--- config.mk ---
export PLATFORM = sky130hd
export DESIGN_NAME = spi_slave_mode_control
export DESIGN_NICKNAME = d
export VERILOG_FILES = /design/src/spi_slave_mode_pkg.sv /design/src/pin_sync.sv /design/src/spi_slave_mode_control.sv
export SDC_FILE = /design/constraint.sdc
export NUM_CORES = 1
export LEC_CHECK = 0
export BUFFER_PORTS_ARGS = -buffer_cell sky130_fd_sc_hd__clkbuf_2
export CAP_MARGIN = 20
export CORE_MARGIN = 2
export CORE_UTILIZATION = 45
export DETAILED_ROUTE_END_ITERATION = 12
export GPL_TIMING_DRIVEN = 0
export PLACE_DENSITY_LB_ADDON = 0.2
export SYNTH_ARGS = -nofsm -noshare
export SYNTH_HDL_FRONTEND = slang
export SYNTH_SLANG_ARGS = --single-unit
--- constraint.sdc ---
create_clock -name sys_clk -period 2.9 [get_ports sys_clk]
set_input_delay 0 -clock sys_clk [delete_from_list [all_inputs] [get_ports sys_clk]]
set_output_delay 0 -clock sys_clk [all_outputs]
set_load 0.02 [all_outputs]
--- src/spi_slave_mode_pkg.sv ---
// constants for the serial slave mode control block
`default_nettype none
package spi_slave_mode_pkg;
   localparam logic [7:0] OFS_CTRL = 8'h38;
   localparam logic [7:0] OFS_CUSTOM = 8'h44;
   localparam logic [7:0] OFS_CSCFG = 8'h50;
   localparam logic [2:0] HSIZE_WORD = 3'h2;
   localparam int B_SYNC_RST = 31;
   localparam int B_SLAVE = 30;
   localparam int B_BUF_EN = 29;
   localparam int B_STA_EN = 28;
   localparam int B_CMD_SEL = 27;
   localparam int F_CNT = 23;
   localparam int F_STATE = 20;
   localparam int F_LCMD = 17;
   localparam int F_CSMODE = 10;
   localparam int F_IEN = 5;
   localparam int F_RAW = 0;
   localparam int F_WRSTA = 24;
   localparam int F_RDSTA = 16;
   localparam int F_WRBUF = 8;
   localparam int F_RDBUF = 0;
   localparam int F_DLY_NUM = 0;
   localparam int B_DLY_MODE = 4;
   localparam int NEV = 5;
   localparam int EV_XFER = 4;
   localparam int EV_WRSTA = 3;
   localparam int EV_RDSTA = 2;
   localparam int EV_WRBUF = 1;
   localparam int EV_RDBUF = 0;
   localparam logic [7:0] FIX_WRSTA = 8'h01;
   localparam logic [7:0] FIX_WRBUF = 8'h02;
   localparam logic [7:0] FIX_RDBUF = 8'h03;
   localparam logic [7:0] FIX_RDSTA = 8'h04;
   localparam logic [1:0] CSM_DELAY = 2'h0;
   localparam logic [1:0] CSM_BOTH = 2'h1;
   localparam logic [1:0] CSM_SYNC = 2'h2;
   localparam logic [2:0] CMD_LAST_BIT = 3'h7;
   typedef enum logic [2:0] {ST_IDLE, ST_CMD, ST_WRDATA, ST_RDDATA, ST_WAIT, ST_DONE} slv_state_e;
   typedef enum logic [2:0] {K_NONE, K_WRSTA, K_RDSTA, K_WRBUF, K_RDBUF} cmd_kind_e;
endpackage : spi_slave_mode_pkg
`default_nettype wire

--- src/pin_sync.sv ---
// two-flop pin synchroniser with synchronous clear
`default_nettype none
module pin_sync #(
   parameter logic INIT = 1'b0
) (
   // clock and reset
   input wire logic sys_clk,
   input wire logic rst_n,
   // clear to idle level
   input wire logic clr,
   // pin and synchronised copy
   input wire logic d,
   output logic q
);
   logic meta_reg;

   always_ff @(posedge sys_clk or negedge rst_n) begin
      if (!rst_n) begin
         meta_reg <= INIT;
         q <= INIT;
      end else if (clr) begin
         meta_reg <= INIT;
         q <= INIT;
      end else begin
         meta_reg <= d;
         q <= meta_reg;
      end
   end
endmodule : pin_sync
`default_nettype wire

--- src/spi_slave_mode_control.sv ---
// serial unit role, slave command decode and status control
// Behaviour
// - software reset clears latched line copies
// - role bit: 1 slave, 0 master
// - buffer commands only while buffer enable
// - status commands only while status enable
// - custom select uses programmed command codes
// - fixed codes 1,2,3,4 otherwise
// - read-only counter of master-role transfers and accepted slave commands
// - slave state machine state readable
// - low three bits of last received command captured, readable
// - chip-select mode: delay, sync+delay, sync
// - five separate interrupt enable bits
// - five writable raw done bits
// - custom register holds four command codes
//
// Register access over AHB-Lite was decided locally.
`default_nettype none
module spi_slave_mode_control
   import spi_slave_mode_pkg::*;
(
   // clock and reset
   input wire logic sys_clk,
   input wire logic rst_n,
   // ahb-lite slave
   input wire logic hsel,
   input wire logic [31:0] haddr,
   input wire logic [1:0] htrans,
   input wire logic hwrite,
   input wire logic [2:0] hsize,
   input wire logic [31:0] hwdata,
   input wire logic hready,
   output logic hreadyout,
   output logic hresp,
   output logic [31:0] hrdata,
   // serial pins
   input wire logic sclk_in,
   input wire logic cs_n_in,
   input wire logic mosi_in,
   output logic miso_out,
   output logic miso_oe,
   // master engine
   input wire logic master_xfer_done,
   // status
   output logic slave_mode,
   output logic spi_irq
);
   logic wr_pend_reg, rd_wait_reg;
   logic [7:0] wr_addr_reg, rd_addr_reg;
   logic [31:0] hrdata_reg;
   logic sync_rst_reg, slave_reg, buf_en_reg, sta_en_reg, cmd_sel_reg;
   logic [3:0] cnt_reg;
   logic [2:0] lcmd_reg;
   logic [1:0] csmode_reg;
   logic [NEV-1:0] ien_reg, raw_reg, ev;
   logic [31:0] custom_reg;
   logic [3:0] dly_num_reg;
   logic dly_mode_reg;
   logic sclk_s, cs_n_s, mosi_s;
   logic sclk_prev_reg, cs_prev_reg, filt_n_reg, cs_act_reg;
   logic [3:0] dly_cnt_reg;
   slv_state_e state_reg;
   cmd_kind_e kind_reg, kind_dec;
   logic [2:0] bit_cnt_reg;
   logic [7:0] cmd_sh_reg, byte_next;
   logic [8:0] tx_sh_reg;
   logic wr_ctrl, wr_custom, wr_cscfg, addr_ok;
   logic slave_act, sclk_rise, sclk_fall, cmd_done, cs_pre_act, dly_edge;
   logic [7:0] c_wrsta, c_rdsta, c_wrbuf, c_rdbuf;

   // bus address phase and one wait state on reads
   assign addr_ok = hsel && htrans[1] && hready;
   assign hreadyout = !rd_wait_reg;
   assign hresp = 1'b0;
   assign hrdata = hrdata_reg;
   assign wr_ctrl = wr_pend_reg && (wr_addr_reg == OFS_CTRL);
   assign wr_custom = wr_pend_reg && (wr_addr_reg == OFS_CUSTOM);
   assign wr_cscfg = wr_pend_reg && (wr_addr_reg == OFS_CSCFG);
   always_ff @(posedge sys_clk or negedge rst_n) begin
      if (!rst_n) begin
         wr_pend_reg <= 1'b0;
         rd_wait_reg <= 1'b0;
         wr_addr_reg <= 8'h00;
         rd_addr_reg <= 8'h00;
      end else begin
         wr_pend_reg <= addr_ok && hwrite && (hsize == HSIZE_WORD) && (haddr[31:8] == 24'h000000);
         rd_wait_reg <= addr_ok && !hwrite;
         if (addr_ok) begin
            wr_addr_reg <= haddr[7:0];
            rd_addr_reg <= (haddr[31:8] == 24'h000000) ? haddr[7:0] : 8'hFF;
         end
      end
   end

   function automatic logic [31:0] rd_mux(input logic [7:0] a);
      logic [31:0] v;
      v = 32'h00000000;
      if (a == OFS_CTRL) begin
         v[B_SYNC_RST] = sync_rst_reg;
         v[B_SLAVE] = slave_reg;
         v[B_BUF_EN] = buf_en_reg;
         v[B_STA_EN] = sta_en_reg;
         v[B_CMD_SEL] = cmd_sel_reg;
         v[F_CNT +: 4] = cnt_reg;
         v[F_STATE +: 3] = state_reg;
         v[F_LCMD +: 3] = lcmd_reg;
         v[F_CSMODE +: 2] = csmode_reg;
         v[F_IEN +: NEV] = ien_reg;
         v[F_RAW +: NEV] = raw_reg;
      end else if (a == OFS_CUSTOM) begin
         v = custom_reg;
      end else if (a == OFS_CSCFG) begin
         v[F_DLY_NUM +: 4] = dly_num_reg;
         v[B_DLY_MODE] = dly_mode_reg;
      end
      return v;
   endfunction : rd_mux
   always_ff @(posedge sys_clk or negedge rst_n) begin
      if (!rst_n) begin
         hrdata_reg <= 32'h00000000;
      end else if (rd_wait_reg) begin
         hrdata_reg <= rd_mux(rd_addr_reg);
      end
   end

   // software control fields
   always_ff @(posedge sys_clk or negedge rst_n) begin
      if (!rst_n) begin
         sync_rst_reg <= 1'b0;
         slave_reg <= 1'b0;
         buf_en_reg <= 1'b0;
         sta_en_reg <= 1'b0;
         cmd_sel_reg <= 1'b0;
         csmode_reg <= CSM_DELAY;
         ien_reg <= '0;
      end else if (wr_ctrl) begin
         sync_rst_reg <= hwdata[B_SYNC_RST];
         slave_reg <= hwdata[B_SLAVE];
         buf_en_reg <= hwdata[B_BUF_EN];
         sta_en_reg <= hwdata[B_STA_EN];
         cmd_sel_reg <= hwdata[B_CMD_SEL];
         csmode_reg <= hwdata[F_CSMODE +: 2];
         ien_reg <= hwdata[F_IEN +: NEV];
      end
   end

   always_ff @(posedge sys_clk or negedge rst_n) begin
      if (!rst_n) begin
         custom_reg <= 32'h00000000;
         dly_num_reg <= 4'h0;
         dly_mode_reg <= 1'b0;
      end else begin
         if (wr_custom) begin
            custom_reg <= hwdata;
         end
         if (wr_cscfg) begin
            dly_num_reg <= hwdata[F_DLY_NUM +: 4];
            dly_mode_reg <= hwdata[B_DLY_MODE];
         end
      end
   end

   // raw done bits: hardware set wins over a software write
   always_ff @(posedge sys_clk or negedge rst_n) begin
      if (!rst_n) begin
         raw_reg <= '0;
      end else if (wr_ctrl) begin
         raw_reg <= hwdata[F_RAW +: NEV] | ev;
      end else begin
         raw_reg <= raw_reg | ev;
      end
   end

   assign spi_irq = |(raw_reg & ien_reg);
   assign slave_mode = slave_reg;
   always_ff @(posedge sys_clk or negedge rst_n) begin
      if (!rst_n) begin
         cnt_reg <= 4'h0;
      end else if (ev[EV_XFER]) begin
         cnt_reg <= cnt_reg + 4'h1;
      end
   end
   // pin synchronisers, cleared by software reset
   pin_sync #(.INIT(1'b0)) u_sclk (.sys_clk(sys_clk), .rst_n(rst_n), .clr(sync_rst_reg),
      .d(sclk_in), .q(sclk_s));
   pin_sync #(.INIT(1'b1)) u_cs (.sys_clk(sys_clk), .rst_n(rst_n), .clr(sync_rst_reg),
      .d(cs_n_in), .q(cs_n_s));
   pin_sync #(.INIT(1'b0)) u_mosi (.sys_clk(sys_clk), .rst_n(rst_n), .clr(sync_rst_reg),
      .d(mosi_in), .q(mosi_s));

   // chip-select filter and delay
   assign cs_pre_act = (csmode_reg == CSM_DELAY) ? !cs_n_s : !filt_n_reg;
   assign dly_edge = (csmode_reg != CSM_SYNC) && (cs_pre_act || dly_mode_reg);

   always_ff @(posedge sys_clk or negedge rst_n) begin
      if (!rst_n) begin
         cs_prev_reg <= 1'b1;
         filt_n_reg <= 1'b1;
         cs_act_reg <= 1'b0;
         dly_cnt_reg <= 4'h0;
         sclk_prev_reg <= 1'b0;
      end else if (sync_rst_reg) begin
         cs_prev_reg <= 1'b1;
         filt_n_reg <= 1'b1;
         cs_act_reg <= 1'b0;
         dly_cnt_reg <= 4'h0;
         sclk_prev_reg <= 1'b0;
      end else begin
         cs_prev_reg <= cs_n_s;
         sclk_prev_reg <= sclk_s;
         if (cs_prev_reg == cs_n_s) begin
            filt_n_reg <= cs_n_s;
         end
         if (cs_pre_act == cs_act_reg) begin
            dly_cnt_reg <= 4'h0;
         end else if (!dly_edge || (dly_cnt_reg >= dly_num_reg)) begin
            cs_act_reg <= cs_pre_act;
            dly_cnt_reg <= 4'h0;
         end else begin
            dly_cnt_reg <= dly_cnt_reg + 4'h1;
         end
      end
   end

   assign slave_act = slave_reg && !sync_rst_reg;
   assign sclk_rise = sclk_s && !sclk_prev_reg;
   assign sclk_fall = !sclk_s && sclk_prev_reg;
   assign byte_next = {cmd_sh_reg[6:0], mosi_s};
   assign cmd_done = slave_act && cs_act_reg && (state_reg == ST_CMD) && sclk_rise && (bit_cnt_reg == CMD_LAST_BIT);
   assign c_wrsta = cmd_sel_reg ? custom_reg[F_WRSTA +: 8] : FIX_WRSTA;
   assign c_rdsta = cmd_sel_reg ? custom_reg[F_RDSTA +: 8] : FIX_RDSTA;
   assign c_wrbuf = cmd_sel_reg ? custom_reg[F_WRBUF +: 8] : FIX_WRBUF;
   assign c_rdbuf = cmd_sel_reg ? custom_reg[F_RDBUF +: 8] : FIX_RDBUF;

   always_comb begin
      kind_dec = K_NONE;
      if (sta_en_reg && (byte_next == c_wrsta)) begin
         kind_dec = K_WRSTA;
      end else if (sta_en_reg && (byte_next == c_rdsta)) begin
         kind_dec = K_RDSTA;
      end else if (buf_en_reg && (byte_next == c_wrbuf)) begin
         kind_dec = K_WRBUF;
      end else if (buf_en_reg && (byte_next == c_rdbuf)) begin
         kind_dec = K_RDBUF;
      end
   end

   // slave frame state machine
   always_ff @(posedge sys_clk or negedge rst_n) begin
      if (!rst_n) begin
         state_reg <= ST_IDLE;
         kind_reg <= K_NONE;
         bit_cnt_reg <= 3'h0;
         cmd_sh_reg <= 8'h00;
      end else if (!slave_act) begin
         state_reg <= ST_IDLE;
         bit_cnt_reg <= 3'h0;
      end else begin
         case (state_reg)
            ST_IDLE: begin
               bit_cnt_reg <= 3'h0;
               if (cs_act_reg) begin
                  state_reg <= ST_CMD;
               end
            end
            ST_CMD: begin
               if (!cs_act_reg) begin
                  state_reg <= ST_IDLE;
               end else if (sclk_rise) begin
                  cmd_sh_reg <= byte_next;
                  bit_cnt_reg <= bit_cnt_reg + 3'h1;
                  if (cmd_done) begin
                     kind_reg <= kind_dec;
                     case (kind_dec)
                        K_WRSTA, K_WRBUF: state_reg <= ST_WRDATA;
                        K_RDSTA, K_RDBUF: state_reg <= ST_RDDATA;
                        default: state_reg <= ST_WAIT;
                     endcase
                  end
               end
            end
            ST_WRDATA, ST_RDDATA: begin
               if (!cs_act_reg) begin
                  state_reg <= ST_DONE;
               end
            end
            ST_WAIT: begin
               if (!cs_act_reg) begin
                  state_reg <= ST_IDLE;
               end
            end
            ST_DONE: begin
               state_reg <= ST_IDLE;
            end
            default: state_reg <= ST_IDLE;
         endcase
      end
   end

   always_ff @(posedge sys_clk or negedge rst_n) begin
      if (!rst_n) begin
         lcmd_reg <= 3'h0;
      end else if (cmd_done) begin
         lcmd_reg <= byte_next[2:0];
      end
   end
   // completion events
   always_comb begin
      ev = '0;
      ev[EV_XFER] = (state_reg == ST_DONE) || (master_xfer_done && !slave_reg);
      if (state_reg == ST_DONE) begin
         ev[EV_WRSTA] = (kind_reg == K_WRSTA);
         ev[EV_RDSTA] = (kind_reg == K_RDSTA);
         ev[EV_WRBUF] = (kind_reg == K_WRBUF);
         ev[EV_RDBUF] = (kind_reg == K_RDBUF);
      end
   end

   // read reply, status only; spare top bit absorbs the fall after the last command bit
   always_ff @(posedge sys_clk or negedge rst_n) begin
      if (!rst_n) begin
         tx_sh_reg <= 9'h000;
      end else if (cmd_done) begin
         tx_sh_reg <= (kind_dec == K_RDSTA) ? {4'h0, raw_reg} : 9'h000;
      end else if ((state_reg == ST_RDDATA) && sclk_fall) begin
         tx_sh_reg <= {tx_sh_reg[7:0], 1'b0};
      end
   end

   assign miso_out = tx_sh_reg[8];
   assign miso_oe = (state_reg == ST_RDDATA);
endmodule : spi_slave_mode_control
`default_nettype wire

==> metrics.csv <==
metric,value,unit
"Clk Latency, worst-skew pair",0.43,ns
gate count after technology mapping,622,
clock-pin slew of the registers on the worst-case setup and hold paths,0.06,ns
post-synth net total,708,
Worst setup SP type,flop,
worst-path maximum fanout,10,
minimum period implied by the final worst setup slack,2.53,ns
"top cells by area, synth","dfrtp_1 (52%), mux2_2 (9.8%), nor2_1 (3.9%), a221oi_1 (2.9%), mux2i_1 (1.9%)",
Worst Hold End,wr_pend_reg,
drc violations,0,
vias after detailed routing,5705,
average routed wire per standard cell,18.9,microns
layout cell share with drive strength beyond 1,29.2,%
routing layer with the top usage in global route,met2,
worst hold path stage count,4,
reg-to-reg setup timing slack,0.37,ns
aggregate negative setup slack,0,ns
number of clock sinks seen by CTS,150,
Initial DRC Count,465,
Die Span Y,129,microns
start point of the critical path,wr_addr_reg[1],
cts repair resizes,0,
P per Cell Area,606,nW/um^2
fill cell count,1281,
Total Routing Usage GR,23.9,%
total routed wirelength,19.0,mm
number of buffers created by CTS,17,
count of flip-flops with a built-in enable after synthesis,0,
static leakage,4.00,nW
run status,finished clean,
Setup crit end kind,flop,
Yosys warning total,0,
pin slew with the least headroom to its limit,0.960,ns
endpoint of the worst register-to-register path,slave_mode,
root buffer cell,clkbuf_16,
endpoints failing hold,0,
met3 usage in global routing,5.78,%
max-cap check violation count,0,
fraction of met2 tracks used by global routing,40.1,%
Cell Rows,45,
count of antenna-violating nets left after detailed routing,0,
standard cell with the maximum stage delay on the critical path,nor4_2,
Hold WC Path Type,in2reg,
Routability Congestion,0.903,
Die Span X,129,microns
initial cell density of the core,46.0,%
worst-case reg-to-reg path depth,6,
share of synthesized area occupied by flip-flops and latches,53.8,%
Synth Area per Inst,11.2,sq um
leading area contributor after synthesis,dfrtp_1,
overflow left after global routing,0,
Yosys cell types,66,
setup-violating endpoint count in the final report,0,
num ports,116,
number of port buffers,113,
core area,15200,sq um
DPL Wire Length,13.6,mm
largest net degree at the start of global routing,85,
Max Freq,396,MHz
Pre-Repair DR Iteration Count,5,
worst slew margin relative to its limit,35.5,%
H-tree depth,4,
Pins Over Slew Limit,0,
GRT met1 Usage,31.4,%
overall power of the completed layout,0.00541,W
source of the worst register-to-register timing path,wr_addr_reg[1],
register bit count reported by yosys,150,
portion of synthesized cell area occupied by the leading cell type,52.3,%
data required time of the critical path,3.20,ns
count of nets after finishing,889,
layout overhead on the synthesized area,27.7,%
top flip-flop cell by instance count after synthesis,dfrtp_1,
DIE AREA,16500,sq um
share of the clock period used by the worst path,87.2,%
initial antenna violation count,0,
diodes inserted,0,
Worst VDD drop,0.465,mV
critical hold path startpoint,haddr[29],
share of async-settable or async-resettable flops after synthesis,100,%
CP cell instances,"nor2_1, nand3b_1, nor4_2, buf_4, buf_2, mux2_2",
via count of the first global-routing pass,5746,
netlist area before placement,6990,sq um
first-pass GRT wire length,30.2,mm
data arrival at the endpoint of the critical path,2.83,ns
CTS tree,done,
clock tree buffer depth,2,
RSZ-0062 raised after global routing,no,
detailed-route vias per instance,5.68,
max incr delay on CP,0.74,ns
critical setup path kind,reg2reg,
clock tree skew after final layout,0.0127,ns
-- through the flow --
step	instances	util [%]	hold slack (ns)	cell area (sq um)	worst slack (ns)
after detailed placement	925	51.5	0.0288	7840	0.420
after global placement	923	51.3	0.174	7790	-0.595
after global routing	1004	58.7	0.164	8930	0.252
after CTS	1004	58.7	0.0884	8930	0.404
final	1004	58.7	0.102	8930	0.372
after floorplan	622	-	-0.296	6990	0.824
-- cell families (layout without fill, tap and decap cells) --
logic type	Yosys count	count (layout)	share of synthesized area, %
muxes	74	74	11.7
AOI/OAI and AO/OA	127	127	13.7
DFF	150	150	53.8
adders and majority gates	8	8	1.43
buffers and inverters	60	254	3.65
xor gates and xnor gates	13	13	1.63
and+or+nand+nor	189	189	14.1
other	1	1	0.0536
-- timing repair --
item,CTS,global route
hold buffers,47,0
buffers inserted,0,0
hold endpoints to repair,141,0
-- cells in the mapped netlist (4+ instances only) --
library cell and count:
inv_1 25, a22o_1 5, nor4b_1 4, nor2b_1 11, a222oi_1 7, a221oi_1 23
o22a_1 9, nand3b_1 4, clkbuf_1 22, o21ai_0 26, nand2b_1 11, nand3_1 13
mux2i_1 13, a211oi_1 5, dfrtp_1 146, o2bb2ai_1 6, dfstp_2 4, nand2_1 33
nand4_1 5, and3_1 4, mux2_2 61, xnor2_1 10, nor4_1 8, or2_2 4
a21oi_1 12, buf_2 8, ha_1 8, nor2_1 73
-- cells in the final DEF (no fill, tap or decap), types with 11 or more instances in the layout --
master,count
dfrtp_1,146
clkbuf_2,113
nor2_1,73
mux2_2,61
dlygate4sd3_1,47
nand2_1,33
o21ai_0,26
inv_1,25
clkbuf_1,23
a221oi_1,23
clkbuf_16,17
mux2i_1,13
nand3_1,13
a21oi_1,12
nand2b_1,11
nor2b_1,11
-- layout make-up --
class	instances	area (sq um)	share of cell area [%]
plain buffers	35	161	1.81
clock buffers	20	457	5.11
clock inverters	12	165	1.85
inverters	25	93.8	1.05
multi-input cells	412	2980	33.4
flip-flops and latches	150	3760	42.1
well taps	188	235	2.63
repair buffers	162	1080	12.1
-- critical path: cells and delay by family, from the launching register on --
kind                   cells  cell delay, ns
buffers and inverters      2            0.63
multiplexers               1            0.37
flip-flops                 1            0.37
AND/OR/NAND/NOR            3            1.02
-- layer usage --
metal	share of wire, %	routed length [microns]
met1	44	8360
met2	50	9480
met3	4.8	917
met4	1.1	210
met5	0	0
-- report_power, final --
part | total, W | internal [W] | switching [W]
logic | 0.000662 | 0.000302 | 0.000360
registers | 0.00243 | 0.00228 | 0.000153
clock network | 0.00232 | 0.00141 | 0.000904
total | 0.00541 | 0.00399 | 0.00142
-- worst max path at each step --
stage	end	slack (ns)
after floorplan	buf_en_reg	0.82
after global placement	tx_sh_reg[5]	-0.60
after detailed placement	slave_mode	0.42
after CTS	sync_rst_reg	0.40
after global routing	hrdata[17]	0.25
final	slave_mode	0.37
(Power assumes the default switching activity.)
